### config.mk
export PLATFORM = sky130hd
export DESIGN_NAME = serial_dac_input_port
export DESIGN_NICKNAME = d
export VERILOG_FILES = /design/src/rtl/serial_dac_input_port.v
export VERILOG_INCLUDE_DIRS = /design/src /design/src/rtl
export SDC_FILE = /design/constraint.sdc
export NUM_CORES = 1
export LEC_CHECK = 0
export ABC_AREA = 0
export ABC_CLOCK_PERIOD_IN_PS = 4900
export BUFFER_PORTS_ARGS = -buffer_cell sky130_fd_sc_hd__buf_2
export CAP_MARGIN = 15
export CORE_MARGIN = 8
export CORE_UTILIZATION = 63
export CTS_CLUSTER_DIAMETER = 40
export DETAILED_ROUTE_END_ITERATION = 12
export PLACE_DENSITY = 0.92
export SYNTH_ARGS = -nofsm -noshare
export SYNTH_HDL_FRONTEND = slang
export SYNTH_SLANG_ARGS = --single-unit
### constraint.sdc
create_clock -name clk_sys_i -period 4.9 [get_ports clk_sys_i]
set_input_delay 0.98 -clock clk_sys_i [delete_from_list [all_inputs] [get_ports clk_sys_i]]
set_output_delay 0.98 -clock clk_sys_i [all_outputs]
set_load 0.01 [all_outputs]
### src/rtl/serial_dac_input_port_defines.vh
// Constants for the serial converter input port
`ifndef SERIAL_DAC_INPUT_PORT_DEFINES_VH
`define SERIAL_DAC_INPUT_PORT_DEFINES_VH
`define WORD_BITS 16
`define CNT_BITS 5
`define CNT_ZERO 5'h00
`define CNT_FULL 5'h10
`define CNT_ONE 5'h01
`define WORD_ZERO 16'h0000
`define SYNC_ZERO 2'h0
`define SYNC_ONES 2'h3
`define MSB_POS 15
`define NEXT_POS 14
`endif

### src/rtl/serial_dac_input_port.v
// Serial input port of a 16-bit voltage-output converter, device side
`timescale 1ns/100ps
`include "serial_dac_input_port_defines.vh"
// Function
// RULE_01: Words are shifted most significant bit first.
// RULE_02: Data is sampled on falling shift clock edges; host changes on rising.
// RULE_03: Host holds frame select low before first bit and through the transfer.
// RULE_04: Byte hosts keep frame select low across both bytes of a word.
// RULE_05: Load strobe low after a full word moves it to the output register.
// RULE_06: Load strobe tied low updates output when frame select rises after full word.
// RULE_07: SPI hosts use polarity 0, phase 1, host generates shift clock.
// RULE_08: Framed serial hosts use internal clock, active-low frame sync, 16-bit words.
// RULE_09: Device drives serial data out toward the host for readback.
// RULE_10: Host can read converter register contents back on serial data out.
// RULE_11: Shift clock edges are ignored while frame select is high.
module serial_dac_input_port (
  // System
  input wire clk_sys_i,
  input wire sys_rst_i,
  // Serial link from host
  input wire shift_clk_i,
  input wire serial_data_in_i,
  input wire transmit_frame_sync_n_i,
  input wire output_load_strobe_n_i,
  // Readback select: 1 shifts out converter register, 0 chains input word
  input wire readback_sel_i,
  // Serial data back to host
  output reg serial_data_out_o,
  // Converter side
  output reg [15:0] dac_value_o,
  output reg dac_update_o,
  output reg word_ready_o
);

  // Synchroniser pairs; only the second stage of each pair is read by logic
  reg [1:0] sclk_sync_r;
  reg [1:0] sdi_sync_r;
  reg [1:0] fs_sync_r;
  reg [1:0] ld_sync_r;

  // Previous synchronised levels for edge detection
  reg sclk_prev_r;
  reg fs_prev_r;

  // Word assembly state
  reg [15:0] shift_r;
  reg [15:0] shift_nxt;
  reg [4:0] bit_cnt_r;
  reg [4:0] bit_cnt_nxt;

  // Hand-over state between frame end and output update
  reg [15:0] input_reg_r;
  reg full_r;
  reg full_nxt;

  // Serial out state
  reg [15:0] out_shift_r;
  reg [15:0] out_shift_nxt;
  reg sdo_nxt;

  // Falling edge of a synchronised level
  function fell_edge;
    input prev_lvl;
    input cur_lvl;
    begin
      fell_edge = prev_lvl & ~cur_lvl;
    end
  endfunction

  // Rising edge of a synchronised level
  function rose_edge;
    input prev_lvl;
    input cur_lvl;
    begin
      rose_edge = ~prev_lvl & cur_lvl;
    end
  endfunction

  // One bit enters at the bottom, so the first bit ends up on top
  function [15:0] shift_in;
    input [15:0] cur_word;
    input bit_in;
    begin
      shift_in = {cur_word[`NEXT_POS:0], bit_in};
    end
  endfunction

  // Synchronised link levels
  wire sclk_s;
  wire sdi_s;
  wire fs_n_s;
  wire ld_n_s;
  assign sclk_s = sclk_sync_r[1];
  assign sdi_s = sdi_sync_r[1];
  assign fs_n_s = fs_sync_r[1];
  assign ld_n_s = ld_sync_r[1];

  // Edge events, each one clock cycle long
  wire sclk_fall;
  wire sclk_rise;
  wire fs_fall;
  wire fs_rise;
  assign sclk_fall = fell_edge(sclk_prev_r, sclk_s);
  assign sclk_rise = rose_edge(sclk_prev_r, sclk_s);
  assign fs_fall = fell_edge(fs_prev_r, fs_n_s);
  assign fs_rise = rose_edge(fs_prev_r, fs_n_s);

  // Frame qualifiers
  wire word_done;
  wire frame_open;
  wire take_bit;
  wire latch_word;
  wire load_now;
  wire out_step;
  assign word_done = (bit_cnt_r == `CNT_FULL);
  assign frame_open = ~fs_n_s;
  assign take_bit = frame_open & sclk_fall; // see RULE_11
  assign latch_word = fs_rise & word_done; // see RULE_04
  assign load_now = full_r & ~ld_n_s & ~dac_update_o; // see RULE_05 see RULE_06
  // Bit 15 of the readback stands from frame start through the first rising edge
  assign out_step = frame_open & sclk_rise & (bit_cnt_r != `CNT_ZERO);

  // Shift clock synchroniser; idles low like the pin
  always @(posedge clk_sys_i) begin
    if (sys_rst_i) begin
      sclk_sync_r <= `SYNC_ZERO;
    end else begin
      sclk_sync_r <= {sclk_sync_r[0], shift_clk_i};
    end
  end

  // Serial data synchroniser
  always @(posedge clk_sys_i) begin
    if (sys_rst_i) begin
      sdi_sync_r <= `SYNC_ZERO;
    end else begin
      sdi_sync_r <= {sdi_sync_r[0], serial_data_in_i};
    end
  end

  // Frame select synchroniser; resets high so no false frame start
  always @(posedge clk_sys_i) begin
    if (sys_rst_i) begin
      fs_sync_r <= `SYNC_ONES;
    end else begin
      fs_sync_r <= {fs_sync_r[0], transmit_frame_sync_n_i};
    end
  end

  // Load strobe synchroniser; resets inactive
  always @(posedge clk_sys_i) begin
    if (sys_rst_i) begin
      ld_sync_r <= `SYNC_ONES;
    end else begin
      ld_sync_r <= {ld_sync_r[0], output_load_strobe_n_i};
    end
  end

  // Edge detector history, reset to the idle levels of the pins
  always @(posedge clk_sys_i) begin
    if (sys_rst_i) begin
      sclk_prev_r <= 1'b0;
      fs_prev_r <= 1'b1;
    end else begin
      sclk_prev_r <= sclk_s;
      fs_prev_r <= fs_n_s;
    end
  end

  // Next shifter contents and bit count
  // Counter saturates at a full word, so extra edges keep only the last 16 bits
  // Count clears only at frame start, so byte hosts may pause inside a frame
  always @* begin
    shift_nxt = shift_r;
    bit_cnt_nxt = bit_cnt_r;
    if (fs_fall) begin
      bit_cnt_nxt = `CNT_ZERO;
    end else if (take_bit) begin // see RULE_11
      shift_nxt = shift_in(shift_r, sdi_s); // see RULE_01 see RULE_02
      if (!word_done) begin
        bit_cnt_nxt = bit_cnt_r + `CNT_ONE;
      end
    end
  end

  // Shifter and bit counter registers
  always @(posedge clk_sys_i) begin
    if (sys_rst_i) begin
      shift_r <= `WORD_ZERO;
      bit_cnt_r <= `CNT_ZERO;
    end else begin
      shift_r <= shift_nxt;
      bit_cnt_r <= bit_cnt_nxt;
    end
  end

  // Pending-word flag; a new word wins over the clear in the same cycle
  always @* begin
    full_nxt = full_r;
    if (latch_word) begin
      full_nxt = 1'b1;
    end else if (dac_update_o) begin
      full_nxt = 1'b0;
    end
  end

  // Input register loaded when the frame closes after a full word
  // Short frames leave the previous word untouched
  always @(posedge clk_sys_i) begin
    if (sys_rst_i) begin
      input_reg_r <= `WORD_ZERO;
      full_r <= 1'b0;
      word_ready_o <= 1'b0;
    end else begin
      full_r <= full_nxt;
      word_ready_o <= latch_word; // see RULE_04
      if (latch_word) begin
        input_reg_r <= shift_r;
      end
    end
  end

  // Output update: strobe low moves a pending word, tied low gives auto update
  // The update pulse blocks a second move of the same word
  always @(posedge clk_sys_i) begin
    if (sys_rst_i) begin
      dac_value_o <= `WORD_ZERO;
      dac_update_o <= 1'b0;
    end else begin
      dac_update_o <= load_now;
      if (load_now) begin // see RULE_05 see RULE_06
        dac_value_o <= input_reg_r;
      end
    end
  end

  // Next serial out: readback of converter register or daisy chain of shifter
  // Changes after rising edges so the host samples it stable on falling edges
  always @* begin
    out_shift_nxt = out_shift_r;
    sdo_nxt = serial_data_out_o;
    if (fs_fall) begin
      out_shift_nxt = readback_sel_i ? dac_value_o : shift_r; // see RULE_10
      sdo_nxt = out_shift_nxt[`MSB_POS];
    end else if (out_step) begin
      out_shift_nxt = shift_in(out_shift_r, 1'b0);
      sdo_nxt = out_shift_r[`NEXT_POS]; // see RULE_09
    end
  end

  // Serial out registers; the pin comes straight from a flip-flop
  always @(posedge clk_sys_i) begin
    if (sys_rst_i) begin
      out_shift_r <= `WORD_ZERO;
      serial_data_out_o <= 1'b0;
    end else begin
      out_shift_r <= out_shift_nxt;
      serial_data_out_o <= sdo_nxt;
    end
  end

endmodule

# == Word-level counts from Yosys, hierarchy flattened ==
# Cells that the tools add are included.
# totals
register_bits,82
output_inout_bits,19
word_cells,48
# classes
add_sub_neg,1
eq_ne,1
mux,7
bitwise,18
n_reduce_logical,6
# ops
cell,count
15-bit two-way mux,2
16-bit two-way mux,1
1-bit AND,10
1-bit inverter,8
5-bit by 1-bit adder with 5-bit output (second input constant),1
5-bit == test (second input constant),1
5-bit nonzero test,1
1-bit two-way mux,4
2-bit AND reduction,2
2-bit nonzero test,2
2-bit OR reduction,1

# == Logic depth before layout (Yosys ltp) ==
# Gate-level depths: netlist of the first run.
# logic_depth
word_depth,6
ltp_mapped,7
ltp_nobuf,5

# == Worst setup path before layout of the first run ==
# No wires, ideal clock.
# synth_path
path_type,input-to-reg
start,in readback_sel_i
end,reg out_shift_r[10]
setup_ns,0.131
arrival_ns,1.950
t_required_ns,4.769
setup_slack_ns,2.819
stages,4
n_path_buf,2
cell_sequence,clkbuf_1 buf_2 mux2i_1 o221ai_2
# synth_via
elab_chain_len,2
# synth_rtl
item,line_no,rtl
from (decl),serial_dac_input_port.v:26,"input wire readback_sel_i,"
16-bit two-way mux,serial_dac_input_port.v:243,out_shift_nxt = readback_sel_i ? dac_value_o : shift_r;
15-bit two-way mux,serial_dac_input_port.v:242,if (fs_fall) begin
to (signal assigned),serial_dac_input_port.v:254,out_shift_r <= `WORD_ZERO;
to (signal assigned),serial_dac_input_port.v:257,out_shift_r <= out_shift_nxt;
to (decl),serial_dac_input_port.v:57,reg [15:0] out_shift_r;
# Every way passes these cells.
# A chain may end at the register's enable or synchronous reset.

# == Final worst setup path of the first run ==
# layout_path
start,reg fs_sync_r[1]
end,reg out_shift_r[13]
# layout_via
elab_chain_len,4
elab_cells_between_ends,6
# layout_rtl
item,line_no,rtl
from (decl),serial_dac_input_port.v:38,reg [1:0] fs_sync_r;
from (signal assigned),serial_dac_input_port.v:144,fs_sync_r <= `SYNC_ONES;
from (signal assigned),serial_dac_input_port.v:146,"fs_sync_r <= {fs_sync_r[0], transmit_frame_sync_n_i};"
1-bit inverter *,"serial_dac_input_port.v:66, serial_dac_input_port.v:116",
1-bit AND (2 in a row),serial_dac_input_port.v:121,assign out_step = frame_open & sclk_rise & (bit_cnt_r != `CNT_ZERO);
2-bit nonzero test (no source line),-,
# Mark *: on every way between the ends. The rest lies on a longest branch, timed or not.

==> metrics.cfg, run 1 <==
[status]
status = complete, no violations

[floorplan]
initial_core_util_pct = 65.4
die_area_um2 = 7930
ioPinCount = 26
fp.coreArea_um2 = 5140
dieHeight_um = 89.1
die_width_um = 89.1
rows = 26

[timing]
slew_viol_final = 0
setup_violations = 0
fin_crit_sh_pct = 52.3
fin_crit_ps = 2560
final.setup.tns_ps = 0
hold_viol_final = 0
clock.fmax_ghz = 0.390
slew_headroom_pct = 24.1
whs_ps = 438
rsz0062_at_grt = no
final.setup.worst_slack_ps = 2340
tightest_slew_ps = 1130
fin_skew_ps = 8.55

[critical_path]
path_cells = nand2b_1 -> nand2b_1 -> o221ai_1
startpoint_type = flip-flop
rr_endpoint = out_shift_r[13]
worst_path_max_delay_cell = nand2b_1
cp.required_ps = 5080
rrSetupSlack_ps = 2340
critPathKind = reg2reg
crit_path_end_kind = flip-flop
max_stage_delay_ps = 900
ff2ff_path_depth = 3
crit_fanout = 34
reg2reg_from = fs_sync_r[1]
path_common_cell = nand2b_1
cp.arrival_ps = 2750

[layout]
final_cell_area_um2 = 3650
n_antenna_cell = 0
fin_nets = 394
drive_gt1_share_pct = 17.2
fillers = 401
synthToLayoutAreaGrowth_pct = 8.52
final_cells = 459

[detailed_routing]
vias = 2884
drtPass1Iterations = 5
drc = 0
vias_per_cell = 6.28
wire_per_inst_um = 16.9
routed_wl_um = 7780
initialDrtViolationCount = 328
ant_nets = 0

[logic_synthesis]
synth_ff_type = dfxtp_1
synth-edff-count = 0
synth_top_area_share_pct = 48.8
syn_inst = 379
ys_top_cells_by_area = dfxtp_1, a21oi_1, nand2_1, nand3_1, mux2i_1
synthArstFlopShare_pct = 0
yosysWarningCount = 0
syn_area_um2 = 3360
synthDistinctLibCells = 29
synth.largest_area_cell = dfxtp_1
synth_nets = 388
yosysSeqAreaShare_pct = 48.8
synth_seq_cells = 82
synth_most_common_cell = dfxtp_1
netlist_top_cells_count = dfxtp_1, nand2_1, a21oi_1
avgSynthCellArea_um2 = 8.87

[place]
place_congestion = 0.830
dpl_worst_slack_ps = 2080
io_buffers = 25
dpl_cell_area_um2 = 3480
dp_hpwl_um = 4850
place_inst = 444

[worst_hold_path]
whs_endpoint = ld_sync_r[1]
hold_depth = 1
holdCritStartpoint = ld_sync_r[0]
hp-class = reg2reg

[pwr]
p_per_area_nw_per_um2 = 311
leakage_nw = 1.22
vdd_drop_max_mv = 0.286

[grt]
grt_pass1_wl_um = 12700
grt_start_max_net_pins = 63
grt_usage_pct = 20.6
grt_pass1_vias = 2661
grt-ovfl-total = 0
antenna_found_initial = 0

[clock_tree]
path_clk_slew_ps = 80
clkSinkCount = 82
cts_root_buffer = clkbuf_8
cts_buffer_depth = 2
cts_setup_buffers = 0
cts_resized = 0
cts_made_buffers = 9
cts_tree = done
clk_latency_ps = 350
cts_hold_buf = 0
htreeDepth = 3

[run]
max_cap_viol_count = 0

-- through the flow --
step	total power [W]	util [%]
finish	0.00113	71.0
global route	0.00117	71.0
CTS	0.00113	71.0
detailed placement	0.000719	67.7
global placement	0.000718	67.7
floorplan	0.000713	-
-- flip-flops by register name, summed over array words and instances, names as in the netlist --
signal and cells:
bit_cnt_r 5, dac_update_o 1, dac_value_o 16, fs_prev_r 1, fs_sync_r 2, full_r 1
input_reg_r 16, ld_sync_r 2, out_shift_r 15, sclk_prev_r 1, sclk_sync_r 2, sdi_sync_r 2
serial_data_out_o 1, shift_r 16, word_ready_o 1
-- final cells by class --
cell class,instances,area [µm²],area share (%)
flip-flops and latches,82,1640,45.0
inverters,3,11.3,0.309
repair buffers,30,163,4.46
multi-input cells,259,1580,43.2
clock inverters,3,15.0,0.411
well taps,70,87.6,2.40
clock buffers,12,155,4.25
-- cell usage in the layout (no fill, tap or decap), drive strengths merged --
cell type and instances:
nand2 68, ha 2, nor4b 2, or3 3
o21ai 20, clkinv 3, o221ai 15, mux2i 16
a21oi 55, o2111ai 15, nand4bb 2, nor2 2
buf 30, inv 3, o211ai 1, clkbuf 12
or4b 1, nor3b 2, dfxtp 82, nor4bb 1
nor2b 6, or3b 3, nand3 34, nand2b 4
or2 7
-- metal layers --
| layer | global-route usage [%] | up-vias | share of wire, % |
|---|---|---|---|
| met5 | 0 | - | 0 |
| met4 | 9.52 | 0 | 2.0 |
| met3 | 5.33 | 23 | 5.5 |
| met2 | 34.0 | 109 | 50 |
| met1 | 24.4 | 1393 | 43 |
| li1 | - | 1359 | - |
-- worst max-delay path, delay by kind of cell, from the launching register on --
kind,cells,cell delay (ps)
AO/OA/AOI/OAI,1,250
AND/OR/NAND/NOR,2,1660
flip-flops,1,480
-- power by group --
part	total [W]	leakage (nW)	switching [W]	internal, W
combinational	0.0000327	0.467	0.0000240	0.00000874
sequential	0.000672	0.662	0.00000268	0.000669
clock	0.000429	0.0920	0.000222	0.000206
total	0.00113	1.22	0.000249	0.000885
-- cells by family (layout without fill, tap and decap cells) --
kind of cell	Yosys count	count (layout)	share of synthesized area, %
flip-flops	82	82	48.8
AO/OA/AOI/OAI	106	106	21.1
buffers and inverters	38	48	4.65
adder cells (fa/ha/maj)	2	2	0.744
AND/OR/NAND/NOR	135	135	20.0
multiplexers	16	16	4.76
-- how the worst max path moves through the flow --
| stage | from | endpoint | slack [ps] | cells past startpoint |
|---|---|---|---|---|
| floorplan | readback_sel_i | out_shift_r[10] | 2820 | 4 |
| global placement | sys_rst_i | out_shift_r[1] | 2190 | 4 |
| detailed placement | sys_rst_i | out_shift_r[13] | 2080 | 4 |
| CTS | fs_sync_r[1] | out_shift_r[13] | 2380 | 3 |
| global route | fs_sync_r[1] | out_shift_r[13] | 2220 | 3 |
| finish | fs_sync_r[1] | out_shift_r[13] | 2340 | 3 |
No activity file was read; power rests on OpenSTA's default activity.
==> run 2, diff against run 1 <==
Settings changed: ABC_CLOCK_PERIOD_IN_PS 4900 to 2300, CORE_UTILIZATION 63 to 53, PLACE_DENSITY 0.92 to 0.84.
Clock period 4.9 ns to 2.3 ns, I/O delays scaled along.
==> metrics.cfg, run 2 (synthesis gave the netlist of run 1 again) <==
[status]
status = complete, no violations

[detailed_routing]
drtPass1Iterations = 5  ; unchanged
vias_per_cell = 5.85  ; -6.9%
wire_per_inst_um = 15.7  ; -7.4%
initialDrtViolationCount = 214  ; -35%
ant_nets = 0  ; unchanged
drc = 0  ; unchanged
vias = 2760  ; -4.3%
routed_wl_um = 7410  ; -4.8%

[layout]
drive_gt1_share_pct = 18.7  ; +1.5 points
synthToLayoutAreaGrowth_pct = 9.90
fin_nets = 399  ; +1.3%
layout_commonest_cell = dfxtp_1
n_antenna_cell = 0  ; unchanged
mostFrequentLayoutCells = dfxtp_1, nand2_1, a21oi_1
reg_top3 = dac_value_o: 16 flops, input_reg_r: 16 flops, shift_r: 16 flops

[critical_path]
crit_fanout = 15  ; -56%
max_stage_delay_ps = 640  ; -260 ps
startpoint_type = flip-flop
ff2ff_path_depth = 5  ; +2
cp.arrival_ps = 2050  ; -700 ps
path_cells = inv_1 -> ha_1 -> nor4b_2 -> or2_1 -> o221ai_1
rr_endpoint = out_shift_r[13]
rrSetupSlack_ps = 440  ; -1900 ps
crit_path_end_kind = flip-flop
reg2reg_from = bit_cnt_r[0]
cp.required_ps = 2490  ; -2590 ps
critPathKind = reg2reg
worst_path_max_delay_cell = or2_1

[timing]
final.setup.tns_ps = 0  ; unchanged
whs_ps = 286  ; -152 ps
setup_violations = 0  ; unchanged
fin_crit_ps = 1860  ; -703 ps
clock.fmax_ghz = 0.538  ; +38%
slew_viol_final = 0  ; unchanged
tightest_slew_ps = 796  ; -338 ps
final.setup.worst_slack_ps = 441  ; -1900 ps
fin_skew_ps = 10.5  ; +1.98 ps
hold_viol_final = 0  ; unchanged
fin_crit_sh_pct = 80.8  ; +29 points
rsz0062_at_grt = no
slew_headroom_pct = 47.0  ; +23 points

[floorplan]
die_area_um2 = 9150  ; +15%
initial_core_util_pct = 53.9  ; -12 points
dieHeight_um = 95.7  ; +7.4%
ioPinCount = 26  ; unchanged
fp.coreArea_um2 = 6240  ; +21%
rows = 29  ; +12%
die_width_um = 95.7  ; +7.4%

[pwr]
p_switching_w = 0.000561  ; +130%
p_seq_share_pct = 59.1  ; -0.2 points
vdd_drop_max_mv = 0.496  ; +73%
p_int_w = 0.00186  ; +110%
sw_frac_of_total_pct = 23.2  ; +1.2 points
leakage_nw = 1.24  ; +1.8%
p_per_area_nw_per_um2 = 655  ; +110%
p_comb_share_pct = 2.9  ; about the same
clockPowerShare_pct = 38.0  ; +0.2 points

[clock_tree]
clkSinkCount = 82  ; unchanged
clk_latency_ps = 350  ; about the same
htreeDepth = 3  ; unchanged
cts_setup_buffers = 0  ; unchanged
path_clk_slew_ps = 80  ; about the same
cts_root_buffer = clkbuf_8
cts_resized = 0  ; unchanged
cts_hold_buf = 0  ; unchanged
cts_made_buffers = 9  ; unchanged
cts_buffer_depth = 2  ; unchanged
cts_tree = done

[worst_hold_path]
holdCritStartpoint = transmit_frame_sync_n_i
whs_endpoint = fs_sync_r[0]
hold_depth = 2  ; +1
hp-class = in2reg

[grt]
grt_usage_pct = 17.4  ; -3.2 points
grt_start_max_net_pins = 63  ; unchanged
grt_pass1_wl_um = 12600  ; -0.32%
grt_pass1_vias = 2688  ; +1.0%
grt-ovfl-total = 0  ; unchanged
antenna_found_initial = 0  ; unchanged

[run]
max_cap_viol_count = 0  ; unchanged

[place]
dp_hpwl_um = 4650  ; -4.1%
place_congestion = 0.764  ; -8.0%
dpl_worst_slack_ps = 426  ; -1660 ps
io_buffers = 25  ; unchanged

run 2: changes by cell type in the layout (fill, tap and decap cells not counted), sizes merged:
cell      previous run  this run
buf                 30        35
clkbuf              12        10
clkinv               3         5
clkinvlp             0         1
run 2: worst max path at each step:
stage,start,to,slack (ps),cells past startpoint
6_report,bit_cnt_r[0],out_shift_r[13],440,5
5_1_grt,bit_cnt_r[0],out_shift_r[1],250,5
2_1_floorplan,bit_cnt_r[0],out_shift_r[10],640,7
4_1_cts,bit_cnt_r[0],out_shift_r[1],420,5
3_5_place_dp,bit_cnt_r[0],out_shift_r[13],430,5
3_3_place_gp,bit_cnt_r[0],out_shift_r[13],540,5
run 2: routing by layer:
metal  GRT usage [%]  vias to the layer above  part of all wire [%]
met5               0                        -                     0
li1                -                     1372                     -
met1            22.2                     1308                    43
met4            7.04                        0                   1.3
met3            4.41                        7                   6.9
met2            27.4                       73                    49
run 2: layout make-up:
cell class              count  area, µm²
multi-input cells         259       1580
fillers                   524       2540
clock inverters             6       32.5
flip-flops and latches     82       1640
well taps                  77       96.3
inverters                   3       11.3
clock buffers              10        138
repair buffers             35        200
run 2: power groups by stage:
stage | Combinational, W | Sequential [W] | Clock, W
after CTS | 0.0000699 | 0.00143 | 0.000930
final | 0.0000706 | 0.00143 | 0.000918
after floorplan | 0.0000554 | 0.00146 | 0
after global placement | 0.0000687 | 0.00146 | 0
after global routing | 0.0000766 | 0.00143 | 0.000991
after detailed placement | 0.0000698 | 0.00146 | 0
run 2: critical path, delay by kind of cell, from the launching register on:
kind | cells | cell delay [ps]
AOI/OAI and AO/OA | 1 | 220
adders and majority gates | 1 | 170
buffers and inverters | 1 | 80
DFF | 1 | 340
and+or+nand+nor | 2 | 870
run 2: stage by stage:
stage	area, µm²	utilization [%]	total power [W]	std cells
2_1_floorplan	3360	-	0.00152	379
3_3_place_gp	3530	56.5	0.00153	456
6_report	3700	59.2	0.00242	472
3_5_place_dp	3530	56.5	0.00153	456
5_1_grt	3700	59.2	0.00250	472
4_1_cts	3700	59.2	0.00243	472
==> run 3, diff against run 2 <==
Settings changed: ABC_CLOCK_PERIOD_IN_PS 2300 to 1800, CORE_UTILIZATION 53 to 59, PLACE_DENSITY 0.84 to 0.88.
Clock period 2.3 ns to 1.8 ns, I/O delays scaled along.
==> metrics.cfg, run 3 (synthesis gave the netlist of run 1 again) <==
[status]
status = complete, no violations

[layout]
mostFrequentLayoutCells = dfxtp_1, nand2_1, a21oi_1
layout_commonest_cell = dfxtp_1
fin_nets = 402  ; +0.75%
drive_gt1_share_pct = 18.9  ; +0.16 points
final_cell_area_um2 = 3720  ; +0.78%
n_antenna_cell = 0  ; unchanged
reg_top3 = dac_value_o: 16 flops, input_reg_r: 16 flops, shift_r: 16 flops
synthToLayoutAreaGrowth_pct = 10.8

[detailed_routing]
initialDrtViolationCount = 206  ; -3.7%
drtPass1Iterations = 5  ; unchanged
wire_per_inst_um = 16.3  ; +4.2%
drc = 0  ; unchanged
ant_nets = 0  ; unchanged
vias_per_cell = 6.03  ; +3.0%
routed_wl_um = 7670  ; +3.5%
vias = 2826  ; +2.4%

[clock_tree]
htreeDepth = 3  ; unchanged
clk_latency_ps = 340  ; about the same
cts_made_buffers = 9  ; unchanged
cts_root_buffer = clkbuf_8
path_clk_slew_ps = 80  ; about the same
cts_buffer_depth = 2  ; unchanged
clkSinkCount = 82  ; unchanged
cts_tree = done

[critical_path]
crit_fanout = 16  ; +1
critPathKind = reg2reg
cp.required_ps = 2010  ; -480 ps
path_cells = or4b_2 -> nand2_1 -> a21oi_1
ff2ff_path_depth = 3  ; -2
startpoint_type = flip-flop
rr_endpoint = shift_r[14]
setup.worst_path.end = shift_r[14]
rrSetupSlack_ps = 170  ; -270 ps
crit_path_end_kind = flip-flop
worstSetupPathDepth = 3  ; -2
crit_start = fs_sync_r[1]
max_stage_delay_ps = 890  ; +250 ps
worst_path_max_delay_cell = or4b_2
cp.arrival_ps = 1850  ; -200 ps
reg2reg_from = fs_sync_r[1]
crit_family = simple AND/OR/NAND/NOR gates
crit_buf_inv = 0  ; -1

[place]
dp_hpwl_um = 4940  ; +6.2%
place_congestion = 0.764  ; about the same
dpl_cell_area_um2 = 3540  ; +0.46%
dpl_worst_slack_ps = -35.7  ; -462 ps
io_buffers = 25  ; unchanged

[grt]
grt_pass1_vias = 2628  ; -2.2%
grt_usage_pct = 18.5  ; +1.1 points
grt_start_max_net_pins = 43  ; -32%
grt_pass1_wl_um = 12800  ; +1.1%
grt-ovfl-total = 0  ; unchanged
antenna_found_initial = 0  ; unchanged

[pwr]
p_per_area_nw_per_um2 = 833  ; +27%
leakage_nw = 1.25  ; +0.87%
vdd_drop_max_mv = 0.744  ; +50%

[timing]
slew_viol_final = 0  ; unchanged
clock.fmax_ghz = 0.612  ; +14%
tightest_slew_ps = 565  ; -231 ps
fin_crit_ps = 1630  ; -225 ps
fin_skew_ps = 7.09  ; -3.43 ps
hold_viol_final = 0  ; unchanged
final.setup.worst_slack_ps = 166  ; -275 ps
slew_headroom_pct = 62.3  ; +15 points
fin_crit_sh_pct = 90.8  ; +9.9 points
rsz0062_at_grt = no
setup_violations = 0  ; unchanged

[floorplan]
die_area_um2 = 8370  ; -8.5%
ioPinCount = 26  ; unchanged
initial_core_util_pct = 61.1  ; +7.2 points
die_width_um = 91.5  ; -4.3%
fp.coreArea_um2 = 5510  ; -12%
dieHeight_um = 91.5  ; -4.3%
rows = 27  ; -6.9%

[run]
max_cap_viol_count = 0  ; unchanged

[worst_hold_path]
hp-class = in2reg

-- run 3: cell types whose count changed in the layout (fill, tap and decap cells not counted), sizes merged --
cell    before  now
buf         35   38
clkinv       5    1
clkbuf      10   13
-- run 3: cell type report --
cell class	instances	area (µm²)
Fill cell	427	1780
Clock inverter	2	12.5
Clock buffer	13	159
Sequential cell	82	1640
Timing Repair Buffer	38	223
Multi-Input combinational cell	259	1590
Tap cell	72	90.1
Inverter	3	11.3
-- run 3: report_power, final --
| group | internal (W) | switching, W | total (W) | leakage (nW) |
|---|---|---|---|---|
| Sequential | 0.00182 | 0.00000617 | 0.00183 | 0.662 |
| Clock | 0.000568 | 0.000611 | 0.00118 | 0.0855 |
| Combinational | 0.0000297 | 0.0000650 | 0.0000947 | 0.507 |
-- run 3: through the flow --
stage                     instances  total power (W)  hold slack, ps  TNS (ps)  util, %
after floorplan                 379          0.00194             389         0        -
after global placement          454          0.00196             391         0     64.3
after detailed placement        454          0.00196             397      -131     64.3
after CTS                       469          0.00311             187         0     67.4
after global routing            469          0.00321             180         0     67.6
final                           469          0.00310             196         0     67.6
-- run 3: worst reg2reg max path, cell delays in order, from the launching register on --
cell	delay, ps
dfxtp_1	390
or4b_2	890
nand2_1	160
a21oi_1	70
-- run 3: repair_timing --
item,CTS,global route
setup endpoints to repair,15,18
hold buffers,0,0
buffers inserted,0,0
resized for setup,1,2
-- run 3: worst min path at each step --
stage	startpoint	endpoint	slack, ps	cells after the start
6_report	transmit_frame_sync_n_i	fs_sync_r[0]	200	2
5_1_grt	output_load_strobe_n_i	ld_sync_r[0]	180	2
4_1_cts	transmit_frame_sync_n_i	fs_sync_r[0]	190	2
3_5_place_dp	ld_sync_r[0]	ld_sync_r[1]	400	1
3_3_place_gp	fs_sync_r[0]	fs_sync_r[1]	390	1
2_1_floorplan	fs_sync_r[0]	fs_sync_r[1]	390	1
-- run 3: metal layers --
layer | up-vias | wire [µm] | GRT usage [%]
met3 | 13 | 421 | 4.44
met4 | 0 | 115 | 9.00
met1 | 1335 | 3410 | 23.3
li1 | 1385 | - | -
met5 | - | 0 | 0
met2 | 93 | 3720 | 28.9
